## src/nps_pkg.sv

```systemverilog
package nps_pkg;

  // ****************************************************************
  // Register map
  // ****************************************************************
  localparam int NPS_ADDR_W = 8;
  localparam logic [7:0] NPS_OFF_PMCSR = 8'h00;
  localparam logic [7:0] NPS_OFF_COMMAND = 8'h04;
  localparam logic [7:0] NPS_OFF_WAKE_CTRL = 8'h08;
  localparam logic [7:0] NPS_OFF_WAKE_FILTER = 8'h0C;
  localparam logic [7:0] NPS_OFF_STATUS = 8'h10;
  localparam logic [7:0] NPS_OFF_AUX_CTRL = 8'h14;

  // ****************************************************************
  // Field positions
  // ****************************************************************
  localparam int NPS_PMCSR_PS_LSB = 0;
  localparam int NPS_PMCSR_PME_EN = 8;
  localparam int NPS_CMD_IO_EN = 0;
  localparam int NPS_CMD_MEM_EN = 1;
  localparam int NPS_WUC_APM_WAKE_ENABLE_BIT = 0;
  localparam int NPS_AUX_PM_EN = 0;
  localparam int NPS_STAT_MODE_LSB = 0;
  localparam int NPS_STAT_ENERGY = 4;
  localparam int NPS_STAT_DISC = 5;
  localparam int NPS_STAT_LINK_LSB = 6;

  // ****************************************************************
  // Encodings and reset values
  // ****************************************************************
  localparam logic [1:0] NPS_PS_D0 = 2'h0;
  localparam logic [1:0] NPS_PS_D3 = 2'h3;
  localparam logic [1:0] NPS_LINK_L0 = 2'h0;
  localparam logic [1:0] NPS_LINK_L1 = 2'h1;
  localparam logic [1:0] NPS_LINK_L2 = 2'h2;
  localparam logic [1:0] NPS_LINK_L3 = 2'h3;
  localparam logic [3:0] NPS_MODE_RESET_HOLD = 4'h0;
  localparam logic [3:0] NPS_MODE_UNINIT = 4'h1;
  localparam logic [3:0] NPS_MODE_ACTIVE = 4'h2;
  localparam logic [3:0] NPS_MODE_D3HOT = 4'h3;
  localparam logic [3:0] NPS_MODE_DISABLE = 4'h4;
  localparam logic [3:0] NPS_MODE_BUSY = 4'h5;
  // Synchroniser reset levels: bit0 fundamental reset (asserted), bit1 device off (released), bit2 disconnect.
  localparam logic [2:0] NPS_SYNC_RST = 3'h2;

  typedef enum logic [3:0] {
    ST_BOOT_LOAD, ST_RESET_HOLD, ST_NVM_LOAD, ST_LINK_TRAIN, ST_UNINIT,
    ST_ACTIVE, ST_D3_DRAIN, ST_D3HOT, ST_DISABLE, ST_OFF_LOAD
  } nps_state_t;

  typedef struct packed {
    logic reset;
    logic low_speed;
    logic power_down;
  } nps_phy_ctrl_t;

  typedef struct packed {
    logic apm_en;
    logic mng_en;
  } nps_nvm_t;

endpackage : nps_pkg

```

## src/nps_power_ctrl.sv

```systemverilog
`timescale 1ns/10ps
// Operation
// - Enter uninitialized-on from reset-hold or D3hot
// - Power-good: clear, load NVM, then link
// - D3 exit keeps configuration space unchanged
// - Space-enable write moves uninitialized to active
// - Active APM wake persists until software clears
// - Power-state 11b enters D3hot, keeps filters
// - D3 clears enables, config only, no mastering
// - Fundamental reset in D3hot enters reset-hold
// - D3 drains TLPs then link to L1
// - Hold receive data in D3, discard on exit
// - D3 entry with wake lowers PHY speed
// - Reset-hold from power-on until power-good
// - Fundamental reset high level leaves reset-hold
// - Wake filters preserved through reset-hold
// - Boot NVM sets APM; link off in reset
// - Active to reset-hold with wake lowers speed
// - Link L2 from D3hot with PME, else L3
// - Device-off: L3, PHY down, clocks gated
// - Device-off ignores reset, brief NVM exit
// - Ethernet disconnect enters link-disconnect state
// - NVM load before uninitialized disables wake, resets PHY
module nps_power_ctrl
  import nps_pkg::*;
#(
  parameter int WAKE_FILTER_CONTROL_REG_WIDTH = 32
) (
  // Clock and reset.
  input wire logic pclk,
  input wire logic presetn,
  // APB slave.
  input wire logic psel,
  input wire logic penable,
  input wire logic pwrite,
  input wire logic [NPS_ADDR_W-1:0] paddr,
  input wire logic [31:0] pwdata,
  output logic [31:0] prdata,
  output logic pready,
  output logic pslverr,
  // Pins and power status.
  input wire logic pcie_fundamental_reset_pin_n,
  input wire logic device_off_input_n,
  input wire logic internal_power_good,
  // PCIe core.
  input wire logic pcie_link_up,
  input wire logic tlp_pending,
  output logic [1:0] pcie_link_state,
  output logic pcie_link_enable,
  output logic tlp_sched_stop,
  // NVM loader.
  output logic nvm_load_req,
  input wire logic nvm_load_done,
  input wire nps_nvm_t nvm_cfg,
  // PHY, MAC and DMA.
  input wire logic eth_link_disconnect,
  output nps_phy_ctrl_t phy_ctrl,
  output logic dma_enable,
  output logic mac_enable,
  output logic mng_enable,
  output logic apm_wake_enable,
  output logic [WAKE_FILTER_CONTROL_REG_WIDTH-1:0] wake_filter_enable,
  output logic rx_hold,
  output logic rx_discard,
  output logic clocks_gated,
  output logic outputs_tristate,
  output logic link_disconnect_mode
);

  if (WAKE_FILTER_CONTROL_REG_WIDTH < 1 || WAKE_FILTER_CONTROL_REG_WIDTH > 32) begin : g_bad_width
    $error("WAKE_FILTER_CONTROL_REG_WIDTH must lie between 1 and 32");
  end

  // ****************************************************************
  // Pin synchronisers
  // ****************************************************************
  // A level is accepted only once the second and third stages agree.
  logic [2:0] async_in;
  logic [2:0] s1_reg;
  logic [2:0] s2_reg;
  logic [2:0] s3_reg;
  logic [2:0] filt_reg;
  logic pin_prev_reg;
  logic pg_prev_reg;

  assign async_in = {eth_link_disconnect, device_off_input_n, pcie_fundamental_reset_pin_n};

  always_ff @(posedge pclk or negedge presetn) begin
    if (!presetn) begin
      s1_reg <= NPS_SYNC_RST;
      s2_reg <= NPS_SYNC_RST;
      s3_reg <= NPS_SYNC_RST;
      filt_reg <= NPS_SYNC_RST;
      pin_prev_reg <= 1'b0;
      pg_prev_reg <= 1'b0;
    end else begin
      s1_reg <= async_in;
      s2_reg <= s1_reg;
      s3_reg <= s2_reg;
      filt_reg <= (s2_reg & s3_reg) | (filt_reg & (s2_reg ^ s3_reg));
      pin_prev_reg <= filt_reg[0];
      pg_prev_reg <= internal_power_good;
    end
  end

  wire pin_rise = filt_reg[0] & ~pin_prev_reg;
  wire pin_fall = ~filt_reg[0] & pin_prev_reg;
  wire pg_rise = internal_power_good & ~pg_prev_reg;
  wire dev_off = ~filt_reg[1];
  wire eth_disc = filt_reg[2];

  // ****************************************************************
  // Register state and APB decode
  // ****************************************************************
  nps_state_t state_reg;
  nps_state_t state_next;
  logic [1:0] ps_reg;
  logic pme_en_reg;
  logic io_en_reg;
  logic mem_en_reg;
  logic apm_wake_enable_bit_reg;
  logic mng_cfg_reg;
  logic aux_pm_en_reg;
  logic [WAKE_FILTER_CONTROL_REG_WIDTH-1:0] wake_filter_control_reg_reg;
  logic [1:0] l23_reg;
  logic pready_reg;
  logic pslverr_reg;
  logic [31:0] prdata_reg;
  logic [31:0] rd_data;
  logic [3:0] mode;

  wire hit_pm = paddr == NPS_OFF_PMCSR;
  wire hit_cmd = paddr == NPS_OFF_COMMAND;
  wire hit_wuc = paddr == NPS_OFF_WAKE_CTRL;
  wire hit_wake_filter_control_reg = paddr == NPS_OFF_WAKE_FILTER;
  wire hit_stat = paddr == NPS_OFF_STATUS;
  wire hit_aux = paddr == NPS_OFF_AUX_CTRL;
  wire hit_csr = hit_wuc | hit_wake_filter_control_reg;
  wire mapped = hit_pm | hit_cmd | hit_csr | hit_stat | hit_aux;
  // Configuration is answered only once the link is up; device CSRs need memory decode.
  wire cfg_open = state_reg inside {ST_UNINIT, ST_ACTIVE, ST_D3_DRAIN, ST_D3HOT};
  wire csr_open = mem_en_reg & (state_reg inside {ST_UNINIT, ST_ACTIVE});
  wire acc_err = ~mapped | ~cfg_open | (hit_csr & ~csr_open);
  wire apb_fire = psel & penable & pready_reg;
  wire wr_ok = apb_fire & pwrite & ~pslverr_reg;
  wire wr_pm = wr_ok & hit_pm;
  wire wr_cmd = wr_ok & hit_cmd;
  wire pm_to_d3 = wr_pm & (pwdata[NPS_PMCSR_PS_LSB +: 2] == NPS_PS_D3);
  wire pm_to_d0 = wr_pm & (pwdata[NPS_PMCSR_PS_LSB +: 2] == NPS_PS_D0);
  wire space_on = wr_cmd & (pwdata[NPS_CMD_IO_EN] | pwdata[NPS_CMD_MEM_EN]);
  wire wake_any = mng_cfg_reg | apm_wake_enable_bit_reg | pme_en_reg | aux_pm_en_reg;

  // ****************************************************************
  // Power-state sequencer
  // ****************************************************************
  always_comb begin
    state_next = state_reg;
    unique case (state_reg)
      ST_BOOT_LOAD: if (nvm_load_done) state_next = ST_RESET_HOLD;
      ST_RESET_HOLD: if (filt_reg[0] || pg_rise) state_next = ST_NVM_LOAD;
      ST_NVM_LOAD: if (nvm_load_done) state_next = ST_LINK_TRAIN;
      ST_LINK_TRAIN: if (pcie_link_up) state_next = ST_UNINIT;
      ST_UNINIT: begin
        if (pm_to_d3) state_next = ST_D3_DRAIN;
        else if (space_on) state_next = ST_ACTIVE;
      end
      ST_ACTIVE: if (pm_to_d3) state_next = ST_D3_DRAIN;
      ST_D3_DRAIN: if (!tlp_pending) state_next = ST_D3HOT;
      ST_D3HOT: if (pm_to_d0) state_next = ST_NVM_LOAD;
      ST_DISABLE: begin
        if (!dev_off) state_next = ST_RESET_HOLD;
        else if (pin_rise) state_next = ST_OFF_LOAD;
      end
      ST_OFF_LOAD: if (nvm_load_done) state_next = dev_off ? ST_DISABLE : ST_RESET_HOLD;
    endcase
    if (pin_fall && !(state_reg inside {ST_BOOT_LOAD, ST_DISABLE, ST_OFF_LOAD})) begin
      state_next = ST_RESET_HOLD;
    end
    if (dev_off && !(state_reg inside {ST_DISABLE, ST_OFF_LOAD})) begin
      state_next = ST_DISABLE;
    end
  end

  wire enter_init = state_reg == ST_RESET_HOLD && state_next == ST_NVM_LOAD;
  wire enter_load = state_reg != ST_NVM_LOAD && state_next == ST_NVM_LOAD;
  wire enter_d3 = state_reg != ST_D3_DRAIN && state_next == ST_D3_DRAIN;
  wire enter_hold = state_reg != ST_RESET_HOLD && state_next == ST_RESET_HOLD;
  wire nvm_done = nvm_load_done & (state_reg inside {ST_BOOT_LOAD, ST_NVM_LOAD, ST_OFF_LOAD});

  always_ff @(posedge pclk or negedge presetn) begin
    if (!presetn) state_reg <= ST_BOOT_LOAD;
    else state_reg <= state_next;
  end

  // ****************************************************************
  // Configuration and wake registers
  // ****************************************************************
  // The reset-hold exit, on power-good or reset release, clears configuration; D3 entry clears only the decode enables; D3 exit leaves it for software.
  always_ff @(posedge pclk or negedge presetn) begin
    if (!presetn) begin
      ps_reg <= NPS_PS_D0;
      io_en_reg <= 1'b0;
      mem_en_reg <= 1'b0;
      aux_pm_en_reg <= 1'b0;
    end else if (enter_init) begin
      ps_reg <= NPS_PS_D0;
      io_en_reg <= 1'b0;
      mem_en_reg <= 1'b0;
      aux_pm_en_reg <= 1'b0;
    end else if (enter_d3) begin
      ps_reg <= NPS_PS_D3;
      io_en_reg <= 1'b0;
      mem_en_reg <= 1'b0;
    end else begin
      if (wr_pm) ps_reg <= pwdata[NPS_PMCSR_PS_LSB +: 2];
      if (wr_cmd) io_en_reg <= pwdata[NPS_CMD_IO_EN];
      if (wr_cmd) mem_en_reg <= pwdata[NPS_CMD_MEM_EN];
      if (wr_ok && hit_aux) aux_pm_en_reg <= pwdata[NPS_AUX_PM_EN];
    end
  end

  // Sticky wake state survives everything but the power-on reset.
  always_ff @(posedge pclk or negedge presetn) begin
    if (!presetn) begin
      pme_en_reg <= 1'b0;
      wake_filter_control_reg_reg <= '0;
    end else begin
      if (wr_pm) pme_en_reg <= pwdata[NPS_PMCSR_PME_EN];
      if (wr_ok && hit_wake_filter_control_reg) wake_filter_control_reg_reg <= pwdata[WAKE_FILTER_CONTROL_REG_WIDTH-1:0];
    end
  end

  always_ff @(posedge pclk or negedge presetn) begin
    if (!presetn) begin
      apm_wake_enable_bit_reg <= 1'b0;
      mng_cfg_reg <= 1'b0;
    end else if (enter_load) begin
      apm_wake_enable_bit_reg <= 1'b0;
    end else if (nvm_done) begin
      apm_wake_enable_bit_reg <= nvm_cfg.apm_en;
      mng_cfg_reg <= nvm_cfg.mng_en;
    end else if (wr_ok && hit_wuc) begin
      apm_wake_enable_bit_reg <= pwdata[NPS_WUC_APM_WAKE_ENABLE_BIT];
    end
  end

  // The link level to show in reset-hold depends on where it was entered from.
  always_ff @(posedge pclk or negedge presetn) begin
    if (!presetn) l23_reg <= NPS_LINK_L3;
    else if (enter_hold) l23_reg <= (state_reg == ST_D3HOT && pme_en_reg) ? NPS_LINK_L2 : NPS_LINK_L3;
  end

  // ****************************************************************
  // APB answer
  // ****************************************************************
  always_comb begin
    unique case (state_reg)
      ST_BOOT_LOAD, ST_RESET_HOLD: mode = NPS_MODE_RESET_HOLD;
      ST_UNINIT: mode = NPS_MODE_UNINIT;
      ST_ACTIVE: mode = NPS_MODE_ACTIVE;
      ST_D3_DRAIN, ST_D3HOT: mode = NPS_MODE_D3HOT;
      ST_DISABLE, ST_OFF_LOAD: mode = NPS_MODE_DISABLE;
      default: mode = NPS_MODE_BUSY;
    endcase
    rd_data = '0;
    if (hit_pm) begin
      rd_data[NPS_PMCSR_PS_LSB +: 2] = ps_reg;
      rd_data[NPS_PMCSR_PME_EN] = pme_en_reg;
    end
    if (hit_cmd) begin
      rd_data[NPS_CMD_IO_EN] = io_en_reg;
      rd_data[NPS_CMD_MEM_EN] = mem_en_reg;
    end
    if (hit_wuc) rd_data[NPS_WUC_APM_WAKE_ENABLE_BIT] = apm_wake_enable_bit_reg;
    if (hit_wake_filter_control_reg) rd_data[WAKE_FILTER_CONTROL_REG_WIDTH-1:0] = wake_filter_control_reg_reg;
    if (hit_aux) rd_data[NPS_AUX_PM_EN] = aux_pm_en_reg;
    if (hit_stat) begin
      rd_data[NPS_STAT_MODE_LSB +: 4] = mode;
      rd_data[NPS_STAT_ENERGY] = ~eth_disc;
      rd_data[NPS_STAT_DISC] = link_disconnect_mode;
      rd_data[NPS_STAT_LINK_LSB +: 2] = pcie_link_state;
    end
  end

  // Registered answer costs one wait state but keeps every bus output on a flop.
  always_ff @(posedge pclk or negedge presetn) begin
    if (!presetn) begin
      pready_reg <= 1'b0;
      pslverr_reg <= 1'b0;
      prdata_reg <= 32'h0000_0000;
    end else begin
      pready_reg <= psel & penable & ~pready_reg;
      pslverr_reg <= psel & penable & ~pready_reg & acc_err;
      prdata_reg <= (psel & penable & ~pready_reg & ~acc_err & ~pwrite) ? rd_data : 32'h0000_0000;
    end
  end

  assign pready = pready_reg;
  assign pslverr = pslverr_reg;
  assign prdata = prdata_reg;

  // ****************************************************************
  // Outputs to PHY, MAC, DMA and link
  // ****************************************************************
  logic [1:0] link_reg;
  logic link_en_reg;
  logic sched_stop_reg;
  logic nvm_req_reg;
  nps_phy_ctrl_t phy_reg;
  logic dma_reg;
  logic mng_reg;
  logic rx_hold_reg;
  logic rx_discard_reg;
  logic gated_reg;
  logic disc_reg;

  wire next_off = state_next inside {ST_DISABLE, ST_OFF_LOAD};
  wire next_d3 = state_next inside {ST_D3_DRAIN, ST_D3HOT};
  wire lower_speed = (enter_d3 || (state_reg == ST_ACTIVE && enter_hold) ||
                      (state_reg == ST_BOOT_LOAD && nvm_done)) && wake_any;
  wire [1:0] l23_reg_next = (state_reg == ST_D3HOT && pme_en_reg) ? NPS_LINK_L2 : NPS_LINK_L3;

  always_ff @(posedge pclk or negedge presetn) begin
    if (!presetn) begin
      link_reg <= NPS_LINK_L3;
      link_en_reg <= 1'b0;
      sched_stop_reg <= 1'b1;
      nvm_req_reg <= 1'b1;
      dma_reg <= 1'b0;
      mng_reg <= 1'b0;
    end else begin
      link_reg <= next_off ? NPS_LINK_L3 :
                  state_next == ST_D3HOT ? NPS_LINK_L1 :
                  state_next inside {ST_BOOT_LOAD, ST_RESET_HOLD} ? (enter_hold ? l23_reg_next : l23_reg) :
                  NPS_LINK_L0;
      link_en_reg <= !(state_next inside {ST_BOOT_LOAD, ST_RESET_HOLD}) && !next_off;
      sched_stop_reg <= state_next != ST_ACTIVE;
      nvm_req_reg <= state_next inside {ST_BOOT_LOAD, ST_NVM_LOAD, ST_OFF_LOAD};
      dma_reg <= state_next == ST_ACTIVE;
      mng_reg <= state_next == ST_ACTIVE && mng_cfg_reg;
    end
  end


  always_ff @(posedge pclk or negedge presetn) begin
    if (!presetn) begin
      phy_reg <= '{reset: 1'b1, low_speed: 1'b0, power_down: 1'b0};
      rx_hold_reg <= 1'b0;
      rx_discard_reg <= 1'b0;
      gated_reg <= 1'b0;
      disc_reg <= 1'b0;
    end else begin
      phy_reg.reset <= state_next inside {ST_BOOT_LOAD, ST_NVM_LOAD, ST_OFF_LOAD};
      phy_reg.power_down <= state_next == ST_DISABLE;
      if (state_next == ST_ACTIVE) phy_reg.low_speed <= 1'b0;
      else if (lower_speed) phy_reg.low_speed <= 1'b1;
      rx_hold_reg <= next_d3;
      rx_discard_reg <= state_reg == ST_D3HOT && !next_d3;
      gated_reg <= state_next == ST_DISABLE;
      disc_reg <= eth_disc && (state_next inside {ST_UNINIT, ST_ACTIVE, ST_D3_DRAIN, ST_D3HOT, ST_RESET_HOLD});
    end
  end

  assign pcie_link_state = link_reg;
  assign pcie_link_enable = link_en_reg;
  assign tlp_sched_stop = sched_stop_reg;
  assign nvm_load_req = nvm_req_reg;
  assign phy_ctrl = phy_reg;
  assign dma_enable = dma_reg;
  assign mac_enable = dma_reg;
  assign mng_enable = mng_reg;
  assign apm_wake_enable = apm_wake_enable_bit_reg;
  assign wake_filter_enable = wake_filter_control_reg_reg;
  assign rx_hold = rx_hold_reg;
  assign rx_discard = rx_discard_reg;
  assign clocks_gated = gated_reg;
  assign outputs_tristate = gated_reg;
  assign link_disconnect_mode = disc_reg;

  // ****************************************************************
  // Assertions
  // ****************************************************************
  AST_D3_NO_DECODE: assert property (@(posedge pclk) disable iff (!presetn)
    state_reg == ST_D3HOT |-> !mem_en_reg && !io_en_reg && !dma_enable) else $error("D3 with decode or DMA on");
  AST_SPACE_ON: assert property (@(posedge pclk) disable iff (!presetn)
    state_reg == ST_UNINIT && space_on && !pm_to_d3 && !dev_off && !pin_fall |=> state_reg == ST_ACTIVE && dma_enable)
    else $error("Space enable did not activate");
  AST_D3_ENTRY: assert property (@(posedge pclk) disable iff (!presetn)
    state_reg == ST_ACTIVE && pm_to_d3 && !dev_off && !pin_fall |=> state_reg == ST_D3_DRAIN && $stable(wake_filter_control_reg_reg))
    else $error("D3 request not taken");
  AST_DRAIN_WAIT: assert property (@(posedge pclk) disable iff (!presetn)
    state_reg == ST_D3_DRAIN && tlp_pending && !dev_off && !pin_fall |=> state_reg == ST_D3_DRAIN && tlp_sched_stop)
    else $error("Left drain with TLPs pending");
  AST_D3_TO_HOLD: assert property (@(posedge pclk) disable iff (!presetn)
    state_reg == ST_D3HOT && pin_fall && !dev_off |=> state_reg == ST_RESET_HOLD &&
    pcie_link_state == ($past(pme_en_reg) ? NPS_LINK_L2 : NPS_LINK_L3) && rx_discard)
    else $error("Reset from D3 mishandled");
  AST_HOLD_EXIT: assert property (@(posedge pclk) disable iff (!presetn)
    state_reg == ST_RESET_HOLD && pin_rise && !dev_off |=> state_reg == ST_NVM_LOAD && nvm_load_req && !mem_en_reg)
    else $error("Reset release did not start load");
  AST_OFF: assert property (@(posedge pclk) disable iff (!presetn)
    dev_off && !(state_reg inside {ST_OFF_LOAD}) |=> state_reg inside {ST_DISABLE, ST_OFF_LOAD} &&
    (state_reg != ST_DISABLE || (clocks_gated && pcie_link_state == NPS_LINK_L3)))
    else $error("Device-off not honoured");
  AST_LOAD_PHY: assert property (@(posedge pclk) disable iff (!presetn)
    state_reg == ST_NVM_LOAD |-> phy_ctrl.reset && !apm_wake_enable) else $error("Load without PHY reset");
  AST_HOLD_FILTERS: assert property (@(posedge pclk) disable iff (!presetn)
    state_reg == ST_RESET_HOLD |=> $stable(wake_filter_control_reg_reg)) else $error("Filters changed in reset-hold");
  AST_DISCONNECT: assert property (@(posedge pclk) disable iff (!presetn)
    eth_disc && state_reg == ST_ACTIVE && state_next == ST_ACTIVE |=> link_disconnect_mode)
    else $error("Disconnect not entered");

endmodule : nps_power_ctrl

```

## config.mk

```make
export PLATFORM = sky130hd
export DESIGN_NAME = nps_power_ctrl
export DESIGN_NICKNAME = d
export VERILOG_FILES = /design/src/nps_pkg.sv /design/src/nps_power_ctrl.sv
export SDC_FILE = /design/constraint.sdc
export NUM_CORES = 1
export LEC_CHECK = 0
export ABC_AREA = 0
export BUFFER_PORTS_ARGS = -buffer_cell sky130_fd_sc_hd__buf_2
export CORE_UTILIZATION = 35
export DETAILED_ROUTE_END_ITERATION = 8
export SLEW_MARGIN = 20
export SYNTH_ARGS = -nofsm -noshare
export SYNTH_HDL_FRONTEND = slang
export SYNTH_SLANG_ARGS = --single-unit
```

## constraint.sdc

```tcl
create_clock -name pclk -period 2.7 [get_ports pclk]
set_input_delay 0.135 -clock pclk [delete_from_list [all_inputs] [get_ports pclk]]
set_output_delay 0.135 -clock pclk [all_outputs]
set_load 0.02 [all_outputs]
```

Word level (Yosys, flattened, before mapping)
Memories as Yosys holds them, arrays and structs flattened. Index checks and enable logic that the tools add are counted.

Register bits after elaboration: 106. Bits in read-only memories: 48. Input bits: 54. Output and inout bits: 83. Logic and storage cells: 198. Memories kept: 1.

Memory list: (no name shown) (words 16, width 3, read ports 1, clocked after memory_dff 0, wr ports 0, line nps_power_ctrl.sv:257) `unique case (state_reg)`.

Eq/ne operators: 28. Multiplexer cells: 46. Bitwise operators: 47. Reductions and logical operators: 46.

Operator list (number): $mux W32 (2); $mux W4 (15); $pmux W4 S10 (1); $eq A4 B3 Y1 const B (8); $and A1 B1 Y1 (19); $mux W1 (18); $mux W2 (9); $reduce_bool A3 Y1 (6); $logic_and A1 B1 Y1 (17); $eq A4 B4 Y1 const B (4); $eq A8 B4 Y1 const B (2); $eq A8 B5 Y1 const B (2); $reduce_bool A2 Y1 (7); $not A1 Y1 (13); $eq A4 B2 Y1 const B (3); $or A1 B1 Y1 (11); $eq A4 B1 Y1 const B (2); $eq A8 B3 Y1 const B (1); $logic_not A4 Y1 (2); $logic_not A8 Y1 (1); $mux W8 (1); $ne A4 B3 Y1 const B (2); $and A3 B3 Y3 (2); $logic_not A1 Y1 (5); other kinds (11) (14).

Logic depth before layout (Yosys ltp)
Gate-level depths: netlist of run 1.

Word-level depth: 19. Mapped depth: 11. Depth with buffers taken out: 8.

Least setup slack after synthesis of run 1
Ideal clock, no wire load.

Path kind: register to register. Start point: register state_reg[0]. End point: register l23_reg[0]. Library setup time: 85 ps. Arrival time: 2090 ps. Path slack: 525 ps. Cell stages (with the launch flop): 9. Period minus slack after synthesis: 2175 ps. Cells stage by stage: dfrtp_1 -> nor2b_1 -> and2_4 -> a2111o_1 -> a311oi_2 -> a31oi_2 -> buf_6 -> nand4_2 -> mux2_1.

Longest elaborated chain between the ends: 9. Elaborated cells between the ends (all ways): 37. Classes of those cells: eq/ne (11); mux (17); reduce/logical (9).

RTL lines: start: declaration (line nps_power_ctrl.sv:115) `nps_state_t state_reg;`; start signal: assignment (line nps_power_ctrl.sv:192) `else state_reg <= state_next;`; $eq A4 B4 Y1 or $logic_not A4 Y1 (tied branches) (line nps_power_ctrl.sv:158, nps_power_ctrl.sv:176, nps_power_ctrl.sv:179); $reduce_bool A3 Y1 (line nps_power_ctrl.sv:176) `if (pin_fall && !(state_reg inside {ST_BOOT_LOAD, ST_DISABLE, ST_OFF_LOAD})) begin`; $logic_not A1 Y1 (line nps_power_ctrl.sv:176); $logic_and A1 B1 Y1 (line nps_power_ctrl.sv:176); $mux W4 (line nps_power_ctrl.sv:176); $mux W4 * (line nps_power_ctrl.sv:179) `if (dev_off && !(state_reg inside {ST_DISABLE, ST_OFF_LOAD})) begin`; named net state_next[0] (line nps_power_ctrl.sv:116) `nps_state_t state_next;`; $eq A4 B1 Y1 * (line nps_power_ctrl.sv:187) `wire enter_hold = state_reg != ST_RESET_HOLD && state_next == ST_RESET_HOLD;`; $logic_and A1 B1 Y1 * (line nps_power_ctrl.sv:187); $mux W2 *; end signal: assignment (line nps_power_ctrl.sv:250) `else if (enter_hold) l23_reg <= (state_reg == ST_D3HOT && pme_en_reg) ? NPS_LINK_L2 : NPS_LINK_L3;`; end: declaration (line nps_power_ctrl.sv:125) `logic [1:0] l23_reg;`.

The timed path passes the listed nets; every way through them passes the cells marked *. A chain may end at the register's enable or synchronous reset.

Worst setup path after layout of run 1
Start point: register state_reg[0]. End point: register apm_wake_enable_bit_reg, in the netlist apm_wake_enable.

Longest elaborated chain between the ends: 9. Elaborated cells between the ends (all ways): 39. Classes of those cells: eq/ne (11); mux (17); bitwise (1); reduce/logical (10).

RTL lines: $eq A4 B4 Y1, or another cell as far along (line nps_power_ctrl.sv:158, nps_power_ctrl.sv:176, nps_power_ctrl.sv:179); $reduce_bool A3 Y1 (line nps_power_ctrl.sv:176); $logic_not A1 Y1 (line nps_power_ctrl.sv:176); $logic_and A1 B1 Y1 (line nps_power_ctrl.sv:176); $mux W4 (line nps_power_ctrl.sv:176); $mux W4 (line nps_power_ctrl.sv:179); $eq A4 B2 Y1 (line nps_power_ctrl.sv:185) `wire enter_load = state_reg != ST_NVM_LOAD && state_next == ST_NVM_LOAD;`; $logic_and A1 B1 Y1 (line nps_power_ctrl.sv:185); $reduce_bool A3 Y1 (no line) or $mux W1 (tied branches); end signal: assignment (line nps_power_ctrl.sv:240) `apm_wake_enable_bit_reg <= nvm_cfg.apm_en;`; end signal: assignment (line nps_power_ctrl.sv:243) `apm_wake_enable_bit_reg <= pwdata[NPS_WUC_APM_WAKE_ENABLE_BIT];`; end: declaration (line nps_power_ctrl.sv:121) `logic apm_wake_enable_bit_reg;`.

Several ways; a longest one is shown, not always the timed one.

==> impl_results.md, run 1 <==
- Worst clock skew: 9.69 ps
- Setup slack, reg-to-reg: 210 ps
- R2R depth: 7
- Gr ovfl total: 0
- CTS clk-pin slew, worst paths: 80 ps
- DP Wirelength: 8410 um
- Clock Sinks: 106
- Post-Syn Area: roughly 4600 um2
- Initial Util: a little over a third
- Die Span X: 116 um
- Critical Path Start Type: flop
- Site Rows: 41
- Worst Hold Endpoint: wake_filter_enable[9]
- PortBufs: approximately 140
- RSZ-0062 raised after global routing: false
- Max-slew violations: 0
- Clk Latency, worst-skew pair: 350 ps
- Cell Chain, Critical Path: nor2b_1 > and2_4 > a2111o_1 > a311oi_2 > a31oi_4 > nor4b_2 > o31ai_1
- Crit path buffers/inverters: 0
- FMAX: 0.401 GHz
- DR DRC count: 0
- First DRT Iteration DRCs: 190
- GRT Util Overall: 17.6%
- EDFF count, synth: 0
- Worst Path Max Fanout: 8
- Gate Count Post-Synth: 367
- CORE AREA: 12700 um2
- Status: finished, final reports clean
- Total Neg Setup Slack: 0 ps
- # diodes: 0
- # fillers: about 1.2k
- Post-layout min period: 2490 ps
- Fin. Hold Viols: 0
- Nets: 574
- Endpoints failing setup: 0
- Synthesized area per cell: 12.4 um2
- Crit-path slowest cell: dfrtp_1
- Hold Path Cell Cnt: 2
- P per Cell Area: 785 nW/um2
- WL final: 11400 um
- Top-level I/O count: around 140
- Max clock buf depth: 2
- Syn_nets: 424
- Seq. cell area: 2670 um2
- Final Util: roughly 46%
- Gpl congestion: 0.856
- Most common cell after layout, fill and taps aside: buf_2
- Worst min path class: in2reg
- Detailed Routing Iterations Pass 1: 4
- Worst path top cell family by delay: compound AO/OA/AOI/OAI gates
- Inserted Clock Buffers: 9
- CTS tree: done
- Worst endpoint required time: 2920 ps
- Footprint of the multi-input gates: 1760 um2
- Area of the die: 13500 um2
- Largest cells by area after synthesis: dfrtp_1 53%, mux2_2 8.9%, dfstp_2 5.8%
- CP arrival: 2720 ps
- Post-route ant nets: 0
- Relative slew slack: 46.3%
- Worst-margin pin slew: 806 ps
- Reg2Reg Launch Point: state_reg[0]
- Most frequent cells in the layout: 135 x buf_2, 95 x dfrtp_1, 36 x mux2_2, 32 x nor2_1, 26 x and2_1
- Post-synth top flop: dfrtp_1
- Largest net degree at the start of global routing: 62
- Setup Crit Path Kind: reg2reg
- Cell taking the most area after synthesis: dfrtp_1
- Drt wl/cell: about 16 um
- Maximum vdd drop: 355 uV
- Synthesized flop and latch total: approximately 110
- Async S/R FF share, synth: 100%
- Routed vias: 3335
- FF-to-FF End: apm_wake_enable
- Worst Setup SP: state_reg[0]
- H-Tree Depth: 3
- Crit path largest cell delay: roughly 450 ps
- Synth cell types: between 60 and 70
- Tcrit/Tclk final: 92.3%
- Die height: about 120 um
- Postcts setup bufs: 0
- Synth Warn #: 0
- Hold Startpoint: pwdata[9]
- CTS root buf: clkbuf_16
- Leak pwr: 3.09 nW
- Sequential element share of the synthesized area: 58.5%
- Vias in the first global route: roughly 3.2k
- MaxCap Viol Count: 0
- Synth top area share: 52.8%
- Critical path capture point type: flop
- Layout cells sized above 1: 46.2%
- Area Overhead vs Synth: 28.8%
- First-pass GRT wire length: 17400 um
- Via density: 4.81
- Antenna violations before repair: 0
[layer usage]
layer  up-vias  part of all wire, %  global-route usage, %
met5         -                    0                      0
met4         0                  2.1                   7.35
met3        19                  4.6                   3.50
met2        88                   48                   27.9
met1      1638                   45                   23.5
li1       1590                    -                      -
[report_power, final]
part / leakage, nW / internal [W] / total, W / switching [W]
Clock: 0.137 / 0.000658 / 0.00125 / 0.000593
Sequential: 1.41 / 0.00175 / 0.00189 / 0.000133
Combinational: 1.55 / 0.000588 / 0.00147 / 0.000878
[per-stage QoR]
step           hold slack [ps]  cell area, um2  power (W)  setup WS, ps  cells
4_1_cts                   2.14            5840    0.00461           139    694
3_3_place_gp               241            5500    0.00336           178    672
2_1_floorplan             -161            4550    0.00287           525    367
3_5_place_dp               245            5500    0.00334           160    672
5_1_grt                   1.01            5860    0.00487          73.5    694
6_report                  10.4            5860    0.00460           207    694
[how the worst max path moves through the flow]
stage / cells after the start / slack [ps] / to
floorplan: 8 / 530 / l23_reg[0]
global placement: 8 / 180 / apm_wake_enable
detailed placement: 9 / 160 / l23_reg[0]
CTS: 9 / 140 / l23_reg[0]
global route: 8 / 70 / apm_wake_enable
finish: 7 / 210 / apm_wake_enable
[cells in the mapped netlist, drive strengths merged (6+ instances only)]
cell type / count
inv: 6
dfrtp: 96
nand2: 17
o31ai: 7
o21ai: 6
nor2: 34
nor3: 10
nor2b: 10
dfstp: 10
mux2i: 7
a21oi: 11
mux2: 38
buf: 20
and2: 27
[worst reg2reg max path, delay by kind of cell, from the launching register on]
family	cells	cell delay [ps]
compound gates	4	1130
simple gates	3	790
flops	1	450
[logic make-up (layout without fill, tap and decap cells)]
logic type               count (synthesis)  count (layout)  share of synthesized area, %
multiplexers                            46              46                          11.5
AND/OR/NAND/NOR                        132             132                          16.8
adder cells (fa/ha/maj)                  3               3                         0.825
AO/OA/AOI/OAI                           51              51                          8.96
flip-flops                             106             106                          58.5
buffers and inverters                   29             184                          3.35
[what timing repair did]
action / CTS / global route
resized for setup: 0 / 4
hold buffers: 6 / 0
hold endpoints to repair: 55 / 0
setup endpoints to repair: 0 / 5
[area by class of cell]
class / count / share of cell area (%)
Sequential cell: 106 / 45.5
Multi-Input combinational cell: 232 / 30.0
Timing Repair Buffer: 162 / 15.7
Clock buffer: 11 / 4.14
Tap cell: 172 / 3.67
Clock inverter: 5 / 0.662
Inverter: 6 / 0.384
Note: power is estimated with default switching activity, not from simulation.
==> run 2, diff against run 1 <==
==> constraint.sdc (replaced) <==
create_clock -name pclk -period 2.8 [get_ports pclk]
set_input_delay 0.14 -clock pclk [delete_from_list [all_inputs] [get_ports pclk]]
set_output_delay 0.14 -clock pclk [all_outputs]
set_load 0.02 [all_outputs]
==> run 2 against run 1 <==
Compared with the run above:
- count of clock-buffer cells in the layout fell by 2
- non-clock buffer count shrank 1
- global-route usage rose by 0.16 points
- critical path depth grew 2
- worst hold slack got worse by 2.4 ps
- flip-flop and latch count unchanged
- final area barely moved
- register-to-register slack lost 50 ps
- final cell count fell by 0.14%
- utilization about the same
- critical endpoint is now pcie_link_state[0]
==> impl_results.md, run 2 (same netlist as run 1, synthesis figures left out) <==
- Status: finished, final reports clean
- First DRT Iteration DRCs: 186
- Area of the die: 13500 um2
- CTS tree: done
- Worst min path class: in2reg
- Inserted Clock Buffers: 9
- Clock Sinks: 106
- Placement Cell Area: 5480 um2
- Total Neg Setup Slack: 0 ps
- WL final: between 10000 and 15000 um
- Setup Crit Path Kind: reg2reg
- Nets: 573
- Maximum vdd drop: 328 uV
- Gr ovfl total: 0
- Gpl congestion: between 0.8 and 0.9
- Via density: roughly 4.8
- Critical path capture point type: flop
- Worst Path Max Fanout: 13
- H-Tree Depth: 3
- Final Util: 46.2%
- FMAX: 0.379 GHz
- Drt wl/cell: 16.5 um
- CTS root buf: clkbuf_16
- P per Cell Area: 765 nW/um2
- First-pass GRT wire length: 17600 um
- Relative slew slack: 47.6%
- Vias in the first global route: 3193
- # fillers: 1188
- Antenna violations before repair: 0
- Critical Path Start Type: flop
- PortBufs: 136
- Clk Latency, worst-skew pair: 360 ps
- Site Rows: about 40
- Worst-margin pin slew: roughly 800 ps
- GRT Util Overall: 17.7%
- Area Overhead vs Synth: 28.7%
- Max-slew violations: 0
- Die height: 116 um
- Initial Util: a little over a third
- RSZ-0062 raised after global routing: false
- Leak pwr: 3.11 nW
- Die Span X: 116 um
- Detailed Routing Iterations Pass 1: 6
- Layout cells sized above 1: a little under half
- DR DRC count: 0
- Fin worst setup slack: 159 ps
- Endpoints failing setup: 0
- CORE AREA: 12700 um2
- # diodes: 0
- Fin. Hold Viols: 0
- Worst endpoint required time: between 3000 and 4000 ps
- Max clock buf depth: 2
- Top-level I/O count: 137
- DP Wirelength: 8390 um
- Most common cell after layout, fill and taps aside: buf_2
- Post-route ant nets: 0
- Setup Slack @ Placement: 166 ps
- Tcrit/Tclk final: between 90 and 100%
- Routed vias: roughly 3.4k
- Fin area: 5860 um2
- CTS clk-pin slew, worst paths: ~80 ps
- Post-layout min period: ~2600 ps
- CP arrival: 2940 ps
- MaxCap Viol Count: 0
- Most frequent cells in the layout: 135 x buf_2, 96 x dfrtp_1, 36 x mux2_2, 33 x nor2_1, 26 x and2_1
- Worst clock skew: 11.6 ps
- Largest net degree at the start of global routing: 60
run 2: area by class of cell:
class | count | area (um2) | share of cell area [%]
sequential | 106 | 2670 | 45.5
multi-input combinational | 232 | 1730 | 29.6
timing repair buffer | 161 | 913 | 15.6
clock buffer | 9 | 225 | 3.84
tap | 172 | 215 | 3.67
clock inverter | 7 | 83.8 | 1.43
inverter | 6 | 22.5 | 0.384
run 2: power by group:
part / switching [W] / internal, W
Sequential: 0.000138 / 0.00169
Clock: 0.000612 / 0.000713
Combinational: 0.000806 / 0.000522
Total: 0.00156 / 0.00292
run 2: critical path, stage by stage (launching register included):
cell and delay (ps):
dfrtp_1 520, buf_4 250, nand2b_1 160, a211o_1 360
nand3_1 130, a311oi_2 60, a31oi_2 470, buf_4 230
mux2_4 300, o2bb2ai_2 110
run 2: layer usage:
metal,share of wire (%),routed length (um),vias to the layer above,track usage (%)
met1,45,5190,1668,24.0
li1,-,-,1582,-
met2,49,5560,83,27.7
met4,1.9,215,0,6.32
met5,0,0,-,0
met3,4.2,476,18,4.29
run 2: through the flow:
step	power [W]	hold slack (ps)	cells
6_report	0.00448	8.06	693
3_5_place_dp	0.00318	246	670
3_3_place_gp	0.00318	246	670
2_1_floorplan	0.00277	-156	367
4_1_cts	0.00452	0.849	693
5_1_grt	0.00473	5.12	693
run 2: what timing repair did:
action | in CTS | in global routing
setup buffers | 0 | 0
hold endpoints to repair | 55 | 0
hold buffers | 7 | 0
gates resized for setup | 0 | 0
run 2: final timing paths:
check,from,endpoint,slack [ps],cells past startpoint
min in group asynchronous,presetn,rx_hold,420,2
hold / removal,pwdata[31],wake_filter_enable[31],8,2
hold reg to reg,s1_reg[0],s2_reg[0],350,0
max in group asynchronous,presetn,l23_reg[1],1600,3
setup / recovery,state_reg[3],pcie_link_state[0],160,9
setup reg to reg,state_reg[3],pcie_link_state[0],160,9
